===== src/cxp_fwd_pkg.sv =====
package cxp_fwd_pkg;

    // Lane and buffer dimensions.
    localparam int LANES      = 4;
    localparam int WORD_W     = 32;
    localparam int FIFO_DEPTH = 16;

    // Word codes seen on the serial links, control words flagged by k.
    localparam logic [31:0] IDLE_WORD = 32'h3c3c3cbc;
    localparam logic [31:0] LINE_MARK = 32'h1c1c1c1c;
    localparam logic [31:0] MSG_HDR   = 32'hfbfbfbfb;
    localparam logic [31:0] MSG_SOS   = 32'h00000001;
    localparam logic [31:0] MSG_EOS   = 32'h00000002;

    // Transmit word time at CXP-6 and the clock period, in picoseconds.
    localparam int WORD_TIME_PS  = 6400;
    localparam int CLK_PERIOD_PS = 50000;
    localparam int TX_DIV_RAW    = WORD_TIME_PS / CLK_PERIOD_PS;
    localparam int TX_DIV        = (TX_DIV_RAW < 1) ? 1 : TX_DIV_RAW;
    localparam int TXC_W         = $clog2(TX_DIV + 1);

    // Clock edges needed before the head strap is taken.
    localparam logic [1:0] STRAP_WAIT = 2'h3;

    // Lane counts that the head may have discovered.
    localparam logic [2:0] LCNT_ONE  = 3'h1;
    localparam logic [2:0] LCNT_TWO  = 3'h2;

    // Lane masks for each discovered connection count.
    localparam logic [3:0] MASK_ONE  = 4'h1;
    localparam logic [3:0] MASK_TWO  = 4'h3;
    localparam logic [3:0] MASK_FOUR = 4'hf;

    // Trigger message insertion states.
    typedef enum logic [2:0] {
        MS_IDLE = 3'b001,
        MS_HDR  = 3'b010,
        MS_CODE = 3'b100
    } msg_state_t;

endpackage


===== src/fwd_word_fifo.sv =====
`timescale 1ns/1ps
module fwd_word_fifo
    import cxp_fwd_pkg::*;
#(
    parameter int W     = 33,
    parameter int DEPTH = 16
) (
    input  wire logic         ref_clk,   // System clock.
    input  wire logic         rst_b,     // Asynchronous reset, low.
    input  wire logic         in_valid,  // Word offered.
    output logic              in_ready,  // Room for a word.
    input  wire logic [W-1:0] in_data,   // Word written.
    output logic              out_valid, // Word available.
    input  wire logic         out_ready, // Consumer takes word.
    output logic [W-1:0]      out_data   // Oldest word.
);
    localparam int AW = $clog2(DEPTH);

    logic [W-1:0]  mem [DEPTH];
    logic [AW-1:0] wr_ptr_ff;
    logic [AW-1:0] rd_ptr_ff;
    logic [AW:0]   cnt_ff;
    logic [AW-1:0] nxt_wr_ptr;
    logic [AW-1:0] nxt_rd_ptr;
    logic [AW:0]   nxt_cnt;
    logic          push;
    logic          pop;

    // Honest full and empty come straight from the fill count.
    assign in_ready  = (cnt_ff != (AW+1)'(DEPTH));
    assign out_valid = (cnt_ff != '0);
    assign out_data  = mem[rd_ptr_ff];
    assign push      = in_valid & in_ready;
    assign pop       = out_valid & out_ready;

    // Pointer and count updates for each accepted push and pop.
    always_comb begin
        nxt_wr_ptr = push ? wr_ptr_ff + 1'b1 : wr_ptr_ff;
        nxt_rd_ptr = pop ? rd_ptr_ff + 1'b1 : rd_ptr_ff;
        nxt_cnt    = cnt_ff;
        if (push && !pop) begin
            nxt_cnt = cnt_ff + 1'b1;
        end else if (pop && !push) begin
            nxt_cnt = cnt_ff - 1'b1;
        end
    end

    // Control registers.
    always_ff @(posedge ref_clk or negedge rst_b) begin
        if (!rst_b) begin
            wr_ptr_ff <= '0;
            rd_ptr_ff <= '0;
            cnt_ff    <= '0;
        end else begin
            wr_ptr_ff <= nxt_wr_ptr;
            rd_ptr_ff <= nxt_rd_ptr;
            cnt_ff    <= nxt_cnt;
        end
    end

    // Storage write; contents need no reset.
    always_ff @(posedge ref_clk) begin
        if (push) begin
            mem[wr_ptr_ff] <= in_data;
        end
    end

endmodule // fwd_word_fifo


===== src/cxp_data_forwarding_chain.sv =====
`timescale 1ns/1ps
module cxp_data_forwarding_chain
    import cxp_fwd_pkg::*;
#(
    parameter int N_LANES = LANES,
    parameter int DEPTH   = FIFO_DEPTH
) (
    input  wire logic                          ref_clk,      // 20 MHz.
    input  wire logic                          rst_b,        // Reset, low.
    input  wire logic                          head_strap,   // Head pin.
    input  wire logic [2:0]                    lane_count,   // Discovered.
    input  wire logic                          acq_en,       // Acquisition.
    input  wire logic                          cam_trig_req, // Cycle trig.
    input  wire logic                          sos_trig,     // Async pin.
    input  wire logic                          eos_trig,     // Async pin.
    input  wire logic [N_LANES-1:0]            rx_clk,       // Link clocks.
    input  wire logic [N_LANES-1:0][WORD_W-1:0] rx_data,     // Link words.
    input  wire logic [N_LANES-1:0]            rx_k,         // Control flag.
    output logic [N_LANES-1:0][WORD_W-1:0]     fwd_data,     // Out words.
    output logic [N_LANES-1:0]                 fwd_k,        // Out flags.
    output logic                               fwd_stb,      // Word slot.
    output logic [N_LANES-1:0]                 lane_mask,    // Used lanes.
    output logic [N_LANES-1:0]                 rx_overflow,  // Sticky.
    output logic                               discovery_en, // Head only.
    output logic                               h2d_trig,     // Head trig.
    output logic                               sos_evt,      // Scan start.
    output logic                               eos_evt       // Scan end.
);

    // Head strap capture.
    logic       strap_s1_ff;
    logic       strap_s2_ff;
    logic       head_ff;
    logic [1:0] cap_cnt_ff;
    logic       nxt_head;
    logic [1:0] nxt_cap_cnt;

    // Scan trigger synchronisers and pending triggers.
    logic sos_s1_ff, sos_s2_ff, sos_s3_ff;
    logic eos_s1_ff, eos_s2_ff, eos_s3_ff;
    logic pend_sos_ff, pend_eos_ff;
    logic q_sos_ff, q_eos_ff;
    logic nxt_pend_sos, nxt_pend_eos;
    logic nxt_q_sos, nxt_q_eos;
    logic sos_edge, eos_edge;

    // Message insertion state.
    msg_state_t  ms_ff;
    msg_state_t  nxt_ms;
    logic        cur_sos_ff;
    logic        nxt_cur_sos;
    logic        ins_active;
    logic [31:0] ins_word;

    // Follower message detection.
    logic det_hdr_ff;
    logic nxt_det_hdr;
    logic sos_evt_ff, eos_evt_ff;
    logic nxt_sos_evt, nxt_eos_evt;
    logic h2d_ff;
    logic nxt_h2d;

    // Transmit slot timer.
    logic [TXC_W-1:0] tx_cnt_ff;
    logic [TXC_W-1:0] nxt_tx_cnt;
    logic             slot;

    // Per-lane receive results seen by the shared logic.
    logic [N_LANES-1:0]             rx_edge;
    logic [N_LANES-1:0][WORD_W-1:0] rx_word;
    logic [N_LANES-1:0]             rx_isk;
    logic [N_LANES-1:0]             seen_ff;
    logic [N_LANES-1:0]             nxt_seen;
    logic [N_LANES-1:0]             head_mask;

    // The strap is synchronised, then caught once after reset release.
    always_comb begin
        nxt_cap_cnt = cap_cnt_ff;
        nxt_head    = head_ff;
        if (cap_cnt_ff != STRAP_WAIT) begin
            nxt_cap_cnt = cap_cnt_ff + 1'b1;
            nxt_head    = strap_s2_ff;
        end
    end

    always_ff @(posedge ref_clk or negedge rst_b) begin
        if (!rst_b) begin
            strap_s1_ff <= 1'b0;
            strap_s2_ff <= 1'b0;
            cap_cnt_ff  <= '0;
            head_ff     <= 1'b0;
        end else begin
            strap_s1_ff <= head_strap;
            strap_s2_ff <= strap_s1_ff;
            cap_cnt_ff  <= nxt_cap_cnt;
            head_ff     <= nxt_head;
        end
    end

    // Only the head runs discovery and host-to-device triggering.
    assign discovery_en = head_ff;
    assign h2d_trig     = h2d_ff;
    assign nxt_h2d      = head_ff & cam_trig_req;

    // Head uses the discovered count; followers use lanes that toggle.
    always_comb begin
        if (lane_count == LCNT_ONE) begin
            head_mask = N_LANES'(MASK_ONE);
        end else if (lane_count == LCNT_TWO) begin
            head_mask = N_LANES'(MASK_TWO);
        end else begin
            head_mask = N_LANES'(MASK_FOUR);
        end
        nxt_seen  = seen_ff | rx_edge;
        lane_mask = head_ff ? head_mask : seen_ff;
    end

    // Transmit slots come on every clock, since the CXP-6 word time is shorter than one clock period.
    assign slot       = (tx_cnt_ff == '0);
    assign nxt_tx_cnt = slot ? TXC_W'(TX_DIV - 1) : tx_cnt_ff - 1'b1;
    assign fwd_stb    = slot;

    // Scan trigger edges and their alignment to the next line start.
    assign sos_edge = sos_s2_ff & ~sos_s3_ff;
    assign eos_edge = eos_s2_ff & ~eos_s3_ff;

    always_comb begin
        nxt_pend_sos = pend_sos_ff;
        nxt_pend_eos = pend_eos_ff;
        nxt_q_sos    = q_sos_ff;
        nxt_q_eos    = q_eos_ff;
        // Queue bits clear once their code word has gone out.
        if (slot && ms_ff == MS_CODE) begin
            if (cur_sos_ff) begin
                nxt_q_sos = 1'b0;
            end else begin
                nxt_q_eos = 1'b0;
            end
        end
        // A line start releases pending triggers; a release beats a clear.
        if (rx_edge[0] && rx_isk[0] && rx_word[0] == LINE_MARK) begin
            nxt_q_sos    = nxt_q_sos | pend_sos_ff;
            nxt_q_eos    = nxt_q_eos | pend_eos_ff;
            nxt_pend_sos = 1'b0;
            nxt_pend_eos = 1'b0;
        end
        // New triggers win over any clear in the same cycle.
        if (sos_edge && head_ff && acq_en) begin
            nxt_pend_sos = 1'b1;
        end
        if (eos_edge && head_ff && acq_en) begin
            nxt_pend_eos = 1'b1;
        end
    end

    // Message sequencer: header then code, one word per slot.
    always_comb begin
        nxt_ms      = ms_ff;
        nxt_cur_sos = cur_sos_ff;
        unique case (ms_ff)
            MS_IDLE: begin
                if (head_ff && (q_sos_ff || q_eos_ff)) begin
                    nxt_ms      = MS_HDR;
                    nxt_cur_sos = q_sos_ff;
                end
            end
            MS_HDR: begin
                if (slot) begin
                    nxt_ms = MS_CODE;
                end
            end
            MS_CODE: begin
                if (slot) begin
                    nxt_ms = MS_IDLE;
                end
            end
            default: begin
                nxt_ms = MS_IDLE;
            end
        endcase
    end

    // Message words take lane A's slot ahead of forwarded data.
    assign ins_active = (ms_ff == MS_HDR) || (ms_ff == MS_CODE);
    assign ins_word   = (ms_ff == MS_HDR) ? MSG_HDR :
                        (cur_sos_ff ? MSG_SOS : MSG_EOS);

    // Follower decodes trigger messages arriving on lane A.
    always_comb begin
        nxt_det_hdr = det_hdr_ff;
        nxt_sos_evt = 1'b0;
        nxt_eos_evt = 1'b0;
        if (rx_edge[0]) begin
            nxt_det_hdr = rx_isk[0] && rx_word[0] == MSG_HDR;
            if (det_hdr_ff && !head_ff && acq_en) begin
                nxt_sos_evt = rx_word[0] == MSG_SOS;
                nxt_eos_evt = rx_word[0] == MSG_EOS;
            end
        end
    end

    // Events go out as pulses for the event input tools.
    assign sos_evt = sos_evt_ff;
    assign eos_evt = eos_evt_ff;

    // Shared control registers.
    always_ff @(posedge ref_clk or negedge rst_b) begin
        if (!rst_b) begin
            sos_s1_ff   <= 1'b0;
            sos_s2_ff   <= 1'b0;
            sos_s3_ff   <= 1'b0;
            eos_s1_ff   <= 1'b0;
            eos_s2_ff   <= 1'b0;
            eos_s3_ff   <= 1'b0;
            pend_sos_ff <= 1'b0;
            pend_eos_ff <= 1'b0;
            q_sos_ff    <= 1'b0;
            q_eos_ff    <= 1'b0;
            ms_ff       <= MS_IDLE;
            cur_sos_ff  <= 1'b0;
            det_hdr_ff  <= 1'b0;
            sos_evt_ff  <= 1'b0;
            eos_evt_ff  <= 1'b0;
            h2d_ff      <= 1'b0;
            tx_cnt_ff   <= '0;
            seen_ff     <= '0;
        end else begin
            sos_s1_ff   <= sos_trig;
            sos_s2_ff   <= sos_s1_ff;
            sos_s3_ff   <= sos_s2_ff;
            eos_s1_ff   <= eos_trig;
            eos_s2_ff   <= eos_s1_ff;
            eos_s3_ff   <= eos_s2_ff;
            pend_sos_ff <= nxt_pend_sos;
            pend_eos_ff <= nxt_pend_eos;
            q_sos_ff    <= nxt_q_sos;
            q_eos_ff    <= nxt_q_eos;
            ms_ff       <= nxt_ms;
            cur_sos_ff  <= nxt_cur_sos;
            det_hdr_ff  <= nxt_det_hdr;
            sos_evt_ff  <= nxt_sos_evt;
            eos_evt_ff  <= nxt_eos_evt;
            h2d_ff      <= nxt_h2d;
            tx_cnt_ff   <= nxt_tx_cnt;
            seen_ff     <= nxt_seen;
        end
    end

    // One receive, buffer and transmit path per lane.
    for (genvar i = 0; i < N_LANES; i++) begin : g_lane
        logic                clk_s1_ff, clk_s2_ff, clk_s3_ff;
        logic [WORD_W-1:0]   dat_s1_ff, dat_s2_ff;
        logic                k_s1_ff, k_s2_ff;
        logic                in_valid, in_ready;
        logic                out_valid, out_ready;
        logic [WORD_W:0]     out_word;
        logic                is_idle;
        logic                ovf_ff, nxt_ovf;
        logic [WORD_W-1:0]   dat_ff, nxt_dat;
        logic                kf_ff, nxt_kf;
        logic                take_ins;

        // Link clock and data pass two flops; a rising edge takes a word.
        assign rx_edge[i] = clk_s2_ff & ~clk_s3_ff;
        assign rx_word[i] = dat_s2_ff;
        assign rx_isk[i]  = k_s2_ff;
        assign is_idle    = k_s2_ff && dat_s2_ff == IDLE_WORD;

        // Idle words and words on lanes outside lane_mask are dropped; the rest enter the buffer unless it is full, which sets ovf_ff.
        assign in_valid = rx_edge[i] & lane_mask[i] & ~is_idle;

        // Lane A yields its slot to an inserted message word.
        assign take_ins  = (i == 0) && ins_active;
        assign out_ready = slot & ~take_ins;

        // Output word per slot: message, buffered word, else idle.
        always_comb begin
            nxt_dat = dat_ff;
            nxt_kf  = kf_ff;
            nxt_ovf = ovf_ff | (in_valid & ~in_ready);
            if (slot) begin
                if (take_ins) begin
                    nxt_dat = ins_word;
                    nxt_kf  = 1'b1;
                end else if (out_valid) begin
                    nxt_dat = out_word[WORD_W-1:0];
                    nxt_kf  = out_word[WORD_W];
                end else begin
                    nxt_dat = IDLE_WORD;
                    nxt_kf  = 1'b1;
                end
            end
        end

        // Lane registers; output data always comes from flops.
        always_ff @(posedge ref_clk or negedge rst_b) begin
            if (!rst_b) begin
                clk_s1_ff <= 1'b0;
                clk_s2_ff <= 1'b0;
                clk_s3_ff <= 1'b0;
                dat_s1_ff <= '0;
                dat_s2_ff <= '0;
                k_s1_ff   <= 1'b0;
                k_s2_ff   <= 1'b0;
                ovf_ff    <= 1'b0;
                dat_ff    <= IDLE_WORD;
                kf_ff     <= 1'b1;
            end else begin
                clk_s1_ff <= rx_clk[i];
                clk_s2_ff <= clk_s1_ff;
                clk_s3_ff <= clk_s2_ff;
                dat_s1_ff <= rx_data[i];
                dat_s2_ff <= dat_s1_ff;
                k_s1_ff   <= rx_k[i];
                k_s2_ff   <= k_s1_ff;
                ovf_ff    <= nxt_ovf;
                dat_ff    <= nxt_dat;
                kf_ff     <= nxt_kf;
            end
        end

        // Short buffer keeps latency to a few word periods.
        fwd_word_fifo #(
            .W     (WORD_W + 1),
            .DEPTH (DEPTH)
        ) u_fifo (
            .ref_clk   (ref_clk),
            .rst_b     (rst_b),
            .in_valid  (in_valid),
            .in_ready  (in_ready),
            .in_data   ({k_s2_ff, dat_s2_ff}),
            .out_valid (out_valid),
            .out_ready (out_ready),
            .out_data  (out_word)
        );

        assign fwd_data[i]    = dat_ff;
        assign fwd_k[i]       = kf_ff;
        assign rx_overflow[i] = ovf_ff;
    end

endmodule // cxp_data_forwarding_chain


===== config.mk =====
export PLATFORM = sky130hd
export DESIGN_NAME = cxp_data_forwarding_chain
export DESIGN_NICKNAME = d
export VERILOG_FILES = /design/src/cxp_fwd_pkg.sv /design/src/fwd_word_fifo.sv /design/src/cxp_data_forwarding_chain.sv
export SDC_FILE = /design/constraint.sdc
export NUM_CORES = 2
export LEC_CHECK = 0
export BUFFER_PORTS_ARGS = -buffer_cell sky130_fd_sc_hd__buf_2
export CAP_MARGIN = 0
export CORE_MARGIN = 5
export CORE_UTILIZATION = 60
export DETAILED_ROUTE_END_ITERATION = 12
export GPL_TIMING_DRIVEN = 0
export HOLD_SLACK_MARGIN = 0.1
export PLACE_DENSITY_LB_ADDON = 0.08
export SYNTH_ARGS = -nofsm -noshare
export SYNTH_HDL_FRONTEND = slang
export SYNTH_SLANG_ARGS = --single-unit

===== constraint.sdc =====
create_clock -name ref_clk -period 8.3 [get_ports ref_clk]
set_input_delay 0.83 -clock ref_clk [delete_from_list [all_inputs] [get_ports ref_clk]]
set_output_delay 0.83 -clock ref_clk [all_outputs]
set_load 0.01 [all_outputs]

==> results_tabular.tex <==
\begin{tabular}{lr}
\hline
Metric & Value \\
\hline
\multicolumn{2}{l}{\textbf{Synth}} \\
Prevailing post-synth register cell & edfxtp\_1 \\
Post-synthesis adder-cell area fraction & 0.494\% \\
Post-synthesis instance total & 4186 \\
Post-synth net total & 4369 \\
Area share of xor/xnor cells in the synthesized design & 0.476\% \\
Sequential cell area fraction in the yosys report & 79.6\% \\
Synthesized-area fraction occupied by ao, oa, aoi and oai cells & 1.53\% \\
Flop and latch count out of synthesis & 2603 \\
Post-synthesis instance area & 0.0952 sq mm \\
Async set-or-reset flop fraction in the synthesized netlist & 18.9\% \\
Fraction of the mapped netlist area in simple logic gates & 1.78\% \\
Combinational family with the most area after synthesis & multiplexers \\
Library cells used by synthesis & 63 \\
Count of flip-flops with a built-in enable after synthesis & 2112 \\
Synthesized area divided by synthesized cell count & 22.7 sq um \\
Fraction of synthesized area in multiplexers & 15.1\% \\
Yosys Warn Count & 0 \\
\multicolumn{2}{l}{\textbf{Floorplan}} \\
Die Y-Extent & 408 microns \\
Initial core utilization & 60.3\% \\
Boundary pin count & 291 \\
DIE AREA & 0.167 sq mm \\
Floorplan row count & 146 \\
Core outline area & 0.158 sq mm \\
Die X & 408 microns \\
\multicolumn{2}{l}{\textbf{Setup path}} \\
Worst Setup Start Kind & register \\
Crit-path max FO & 18 \\
Count of buffer and inverter cells on the critical path & 3 \\
Reg2reg start & g\_lane[0].dat\_s2\_ff[3] \\
Series of cell instances along the critical path & nand4\_1 > or4\_1 > nand4bb\_4 > and2\_1 > buf\_2 > buf\_2 > ha\_1 > inv\_1 > ha\_1 > a21o\_1 > a21oi\_1 > xnor2\_1 > nor2\_1 > xnor2\_1 \\
Worst path required time & 9.05 ns \\
Worst-path cell with the longest stage delay & dfrtp\_1 \\
Worst stage delay on the critical path & 0.73 ns \\
Worst reg2reg setup slack & 4.26 ns \\
FF-to-FF End & g\_lane[0].u\_fifo.cnt\_ff[4] \\
Cell count along the critical path & 14 \\
Cell family with most CP delay & simple AND/OR/NAND/NOR gates \\
Worst EP arrival & 4.79 ns \\
Cell count of the worst reg-to-reg path & 14 \\
Launch point of the critical path & g\_lane[0].dat\_s2\_ff[3] \\
End point of the critical path & g\_lane[0].u\_fifo.cnt\_ff[4] \\
Setup crit end kind & register \\
Worst setup path class & register to register \\
\multicolumn{2}{l}{\textbf{STA}} \\
Minimum clock period after layout & 4.04 ns \\
Hold Violations, Final & 0 \\
Final-report setup violation count & 0 \\
Fraction of the cycle the final worst path needs & 48.7\% \\
Clock Skews & 0.0519 ns \\
Worst relative slew slack & 17.3\% \\
Unrepaired setup endpoints after global routing & false \\
Max-slew violation total from the final report & 0 \\
Fmax & 247 MHz \\
Worst-margin pin slew & 1.24 ns \\
\multicolumn{2}{l}{\textbf{Finish}} \\
Highest-count cells in the layout ignoring fill and taps & edfxtp\_1 (2112), mux4\_2 (528), dfrtp\_1 (418) \\
Most common library cell in the layout ignoring fill and taps & edfxtp\_1 \\
Final Core Density & 70.2\% \\
Filler cell count & 9399 \\
Area of the multi-input gates & 0.0186 sq mm \\
Non-filler cells in the finished layout & 7241 \\
Nets & 5147 \\
Syn-to-layout area delta & 16.5\% \\
Seq. cell area & 0.0758 sq mm \\
Fraction of final layout cells with drive strength greater than 1 & 29.6\% \\
\multicolumn{2}{l}{\textbf{Routing}} \\
Pre-Repair DR Iteration Count & 5 \\
Via-per-instance ratio & 6.19 \\
Per-cell routed wire length & 28.9 microns \\
Residual antenna-violating net count after detailed routing & 0 \\
Via total after detailed routing & 44800 \\
Total detailed-routing wirelength & 209000 microns \\
Post-detailed-route DRC marker count & 0 \\
Detailed router's first-iteration violation count & 4836 \\
\multicolumn{2}{l}{\textbf{Run status}} \\
Run status & completed \\
\multicolumn{2}{l}{\textbf{Clock network}} \\
Clock tree root driver cell & clkbuf\_16 \\
Clock transition at the register clock pins on the worst setup and hold paths after CTS & 0.06 ns \\
Cts bufs inserted & 278 \\
Number of gates resized after cts & 0 \\
Sinks on the clock net & 2603 \\
Clock buffer depth & 4 \\
Level count of the clock H-tree & 5 \\
Worst skew pair latency & 0.90 ns \\
CTS tree & built \\
\multicolumn{2}{l}{\textbf{GRT}} \\
Via count of the first global-routing pass & 47100 \\
Antenna violations before repair & 6 \\
Maximum number of pins on one net before global-route repair & 118 \\
GRT Overall Usage & 25.6\% \\
Total global routing overflow & 0 \\
Global-route wire length before repair & 313000 microns \\
\multicolumn{2}{l}{\textbf{Power and ir drop}} \\
Combinational group share of total power & 24.8\% \\
Pwr dens & 332 mW/mm\^{}2 \\
Internal power & 26.5 mW \\
Clock network fraction of total power & 32.1\% \\
Leak Pwr & 38.4 nW \\
Switching power as a share of total power & 28.1\% \\
Total power & 36.8 mW \\
Relative contribution of sequential cells to total power & 43.0\% \\
Power spent charging and discharging nets & 10.3 mW \\
Peak supply drop & 0.233 mV \\
\multicolumn{2}{l}{\textbf{Min path}} \\
Startpoint of the tightest hold check path & rx\_clk[2] \\
HP Class & input port to register \\
\multicolumn{2}{l}{\textbf{Placement}} \\
Final estimated routing congestion in global placement & 0.767 \\
Number of cells in the design after placement & 6621 \\
Port-buffer cells & 289 \\
HPWL after DPL & 127000 microns \\
\multicolumn{2}{l}{\textbf{Run}} \\
Number of max-cap violations & 0 \\
\hline
\end{tabular}
-- worst min-delay path by stage --
| stage | end | slack [ns] | depth (start not counted) |
|---|---|---|---|
| detailed placement | g_lane[1].dat_s2_ff[13] | 0.33 | 0 |
| CTS | g_lane[2].clk_s1_ff | 0.11 | 1 |
| floorplan | eos_s2_ff | 0.33 | 0 |
| global placement | g_lane[2].dat_s2_ff[11] | 0.33 | 0 |
| finish | g_lane[2].clk_s1_ff | 0.19 | 1 |
| global route | g_lane[3].clk_s1_ff | 0.13 | 1 |
-- area by class of cell --
type	instances	area share [%]
Sequential cell	2603	68.3
Multi-Input combinational cell	1366	16.7
Clock buffer	403	7.11
Timing Repair Buffer	498	3.89
Tap cell	2072	2.34
Buffer	193	0.805
Clock inverter	81	0.729
Inverter	24	0.0812
Antenna cell	1	0.00226
-- registers in the layout, indices dropped and copies added (netlist names), 2 cells and up --
signal and count:
seen_ff 4, cap_cnt_ff 2, g_lane.dat_s2_ff 128, g_lane.dat_s1_ff 128, ms_ff 3, g_lane.u_fifo.mem 2112, g_lane.clk_s1_ff 4, g_lane.kf_ff 4
g_lane.k_s1_ff 4, g_lane.u_fifo.wr_ptr_ff 16, g_lane.k_s2_ff 4, g_lane.ovf_ff 4, g_lane.u_fifo.cnt_ff 20, g_lane.clk_s3_ff 4, g_lane.dat_ff 128, g_lane.u_fifo.rd_ptr_ff 16
g_lane.clk_s2_ff 4
-- per-stage QoR --
stage	setup TNS [ns]	instance area, sq um	hold WS [ns]	setup slack, ns
floorplan	0	95200	0.331	3.83
global placement	-1683.26	99300	0.332	-4.05
detailed placement	0	101000	0.335	3.87
CTS	0	111000	0.114	3.99
global route	0	111000	0.129	3.97
finish	0	111000	0.186	4.26
-- metal layers --
metal	track usage [%]	up-vias	share of wire [%]
met5	0	-	0
met4	7.14	0	2.7
met3	4.39	360	7.5
met2	40.4	1881	48
met1	37.9	23800	41
li1	-	18800	-
-- synth_stat cells, types with 5 or more instances --
cell	number	share of area, %
a21oi_1	22	0.12
a22oi_1	74	0.58
a31oi_1	8	0.053
and2_1	11	0.072
and3_1	63	0.41
buf_1	13	0.051
buf_2	66	0.35
buf_4	14	0.11
clkbuf_1	96	0.38
dfrtp_1	418	11
dfstp_2	73	2.0
edfxtp_1	2112	67
ha_1	36	0.47
inv_1	24	0.095
mux2_2	19	0.22
mux2i_1	226	2.4
mux4_2	528	12
nand2_1	50	0.20
nand2b_1	12	0.079
nand3_1	20	0.11
nand4_1	19	0.12
nor2_1	33	0.13
nor2b_1	18	0.12
nor3_1	7	0.037
nor4_1	13	0.085
o211ai_1	14	0.11
o21ai_0	34	0.18
o22ai_1	46	0.30
or2_2	6	0.039
or4_1	5	0.039
xnor2_1	36	0.33
xor2_1	12	0.11
-- cell families (layout without fill, tap and decap cells) --
kind of cell,after synthesis,after routing
compound gates,219,219
buf+inv,217,1199
other cells,1,2
flops,2603,2603
mux,773,773
simple gates,286,286
fa+ha+maj,37,37
xor+xnor,50,50
-- what timing repair did --
action                                 in CTS  in global routing
endpoints found under the hold margin     220                  0
buffers inserted                            0                  0
hold buffers                              134                  0
-- power by group through the flow --
stage / registers [mW] / logic [mW] / clock network (mW)
after floorplan: 16.1 / 5.98 / 0
after global placement: 16.1 / 9.02 / 0
after detailed placement: 16.1 / 9.20 / 0
after CTS: 15.8 / 9.29 / 12.0
after global routing: 15.9 / 9.83 / 12.6
final: 15.8 / 9.15 / 11.8
-- worst reg2reg max path, delay by kind of cell (launching register included) --
family | cells | cell delay [ns]
AOI/OAI and AO/OA | 2 | 0.36
adders and majority gates | 2 | 0.51
DFF | 1 | 0.73
buffers and inverters | 3 | 0.50
xor gates and xnor gates | 2 | 0.27
and+or+nand+nor | 5 | 1.56
Power figures use the tool's default switching activity.
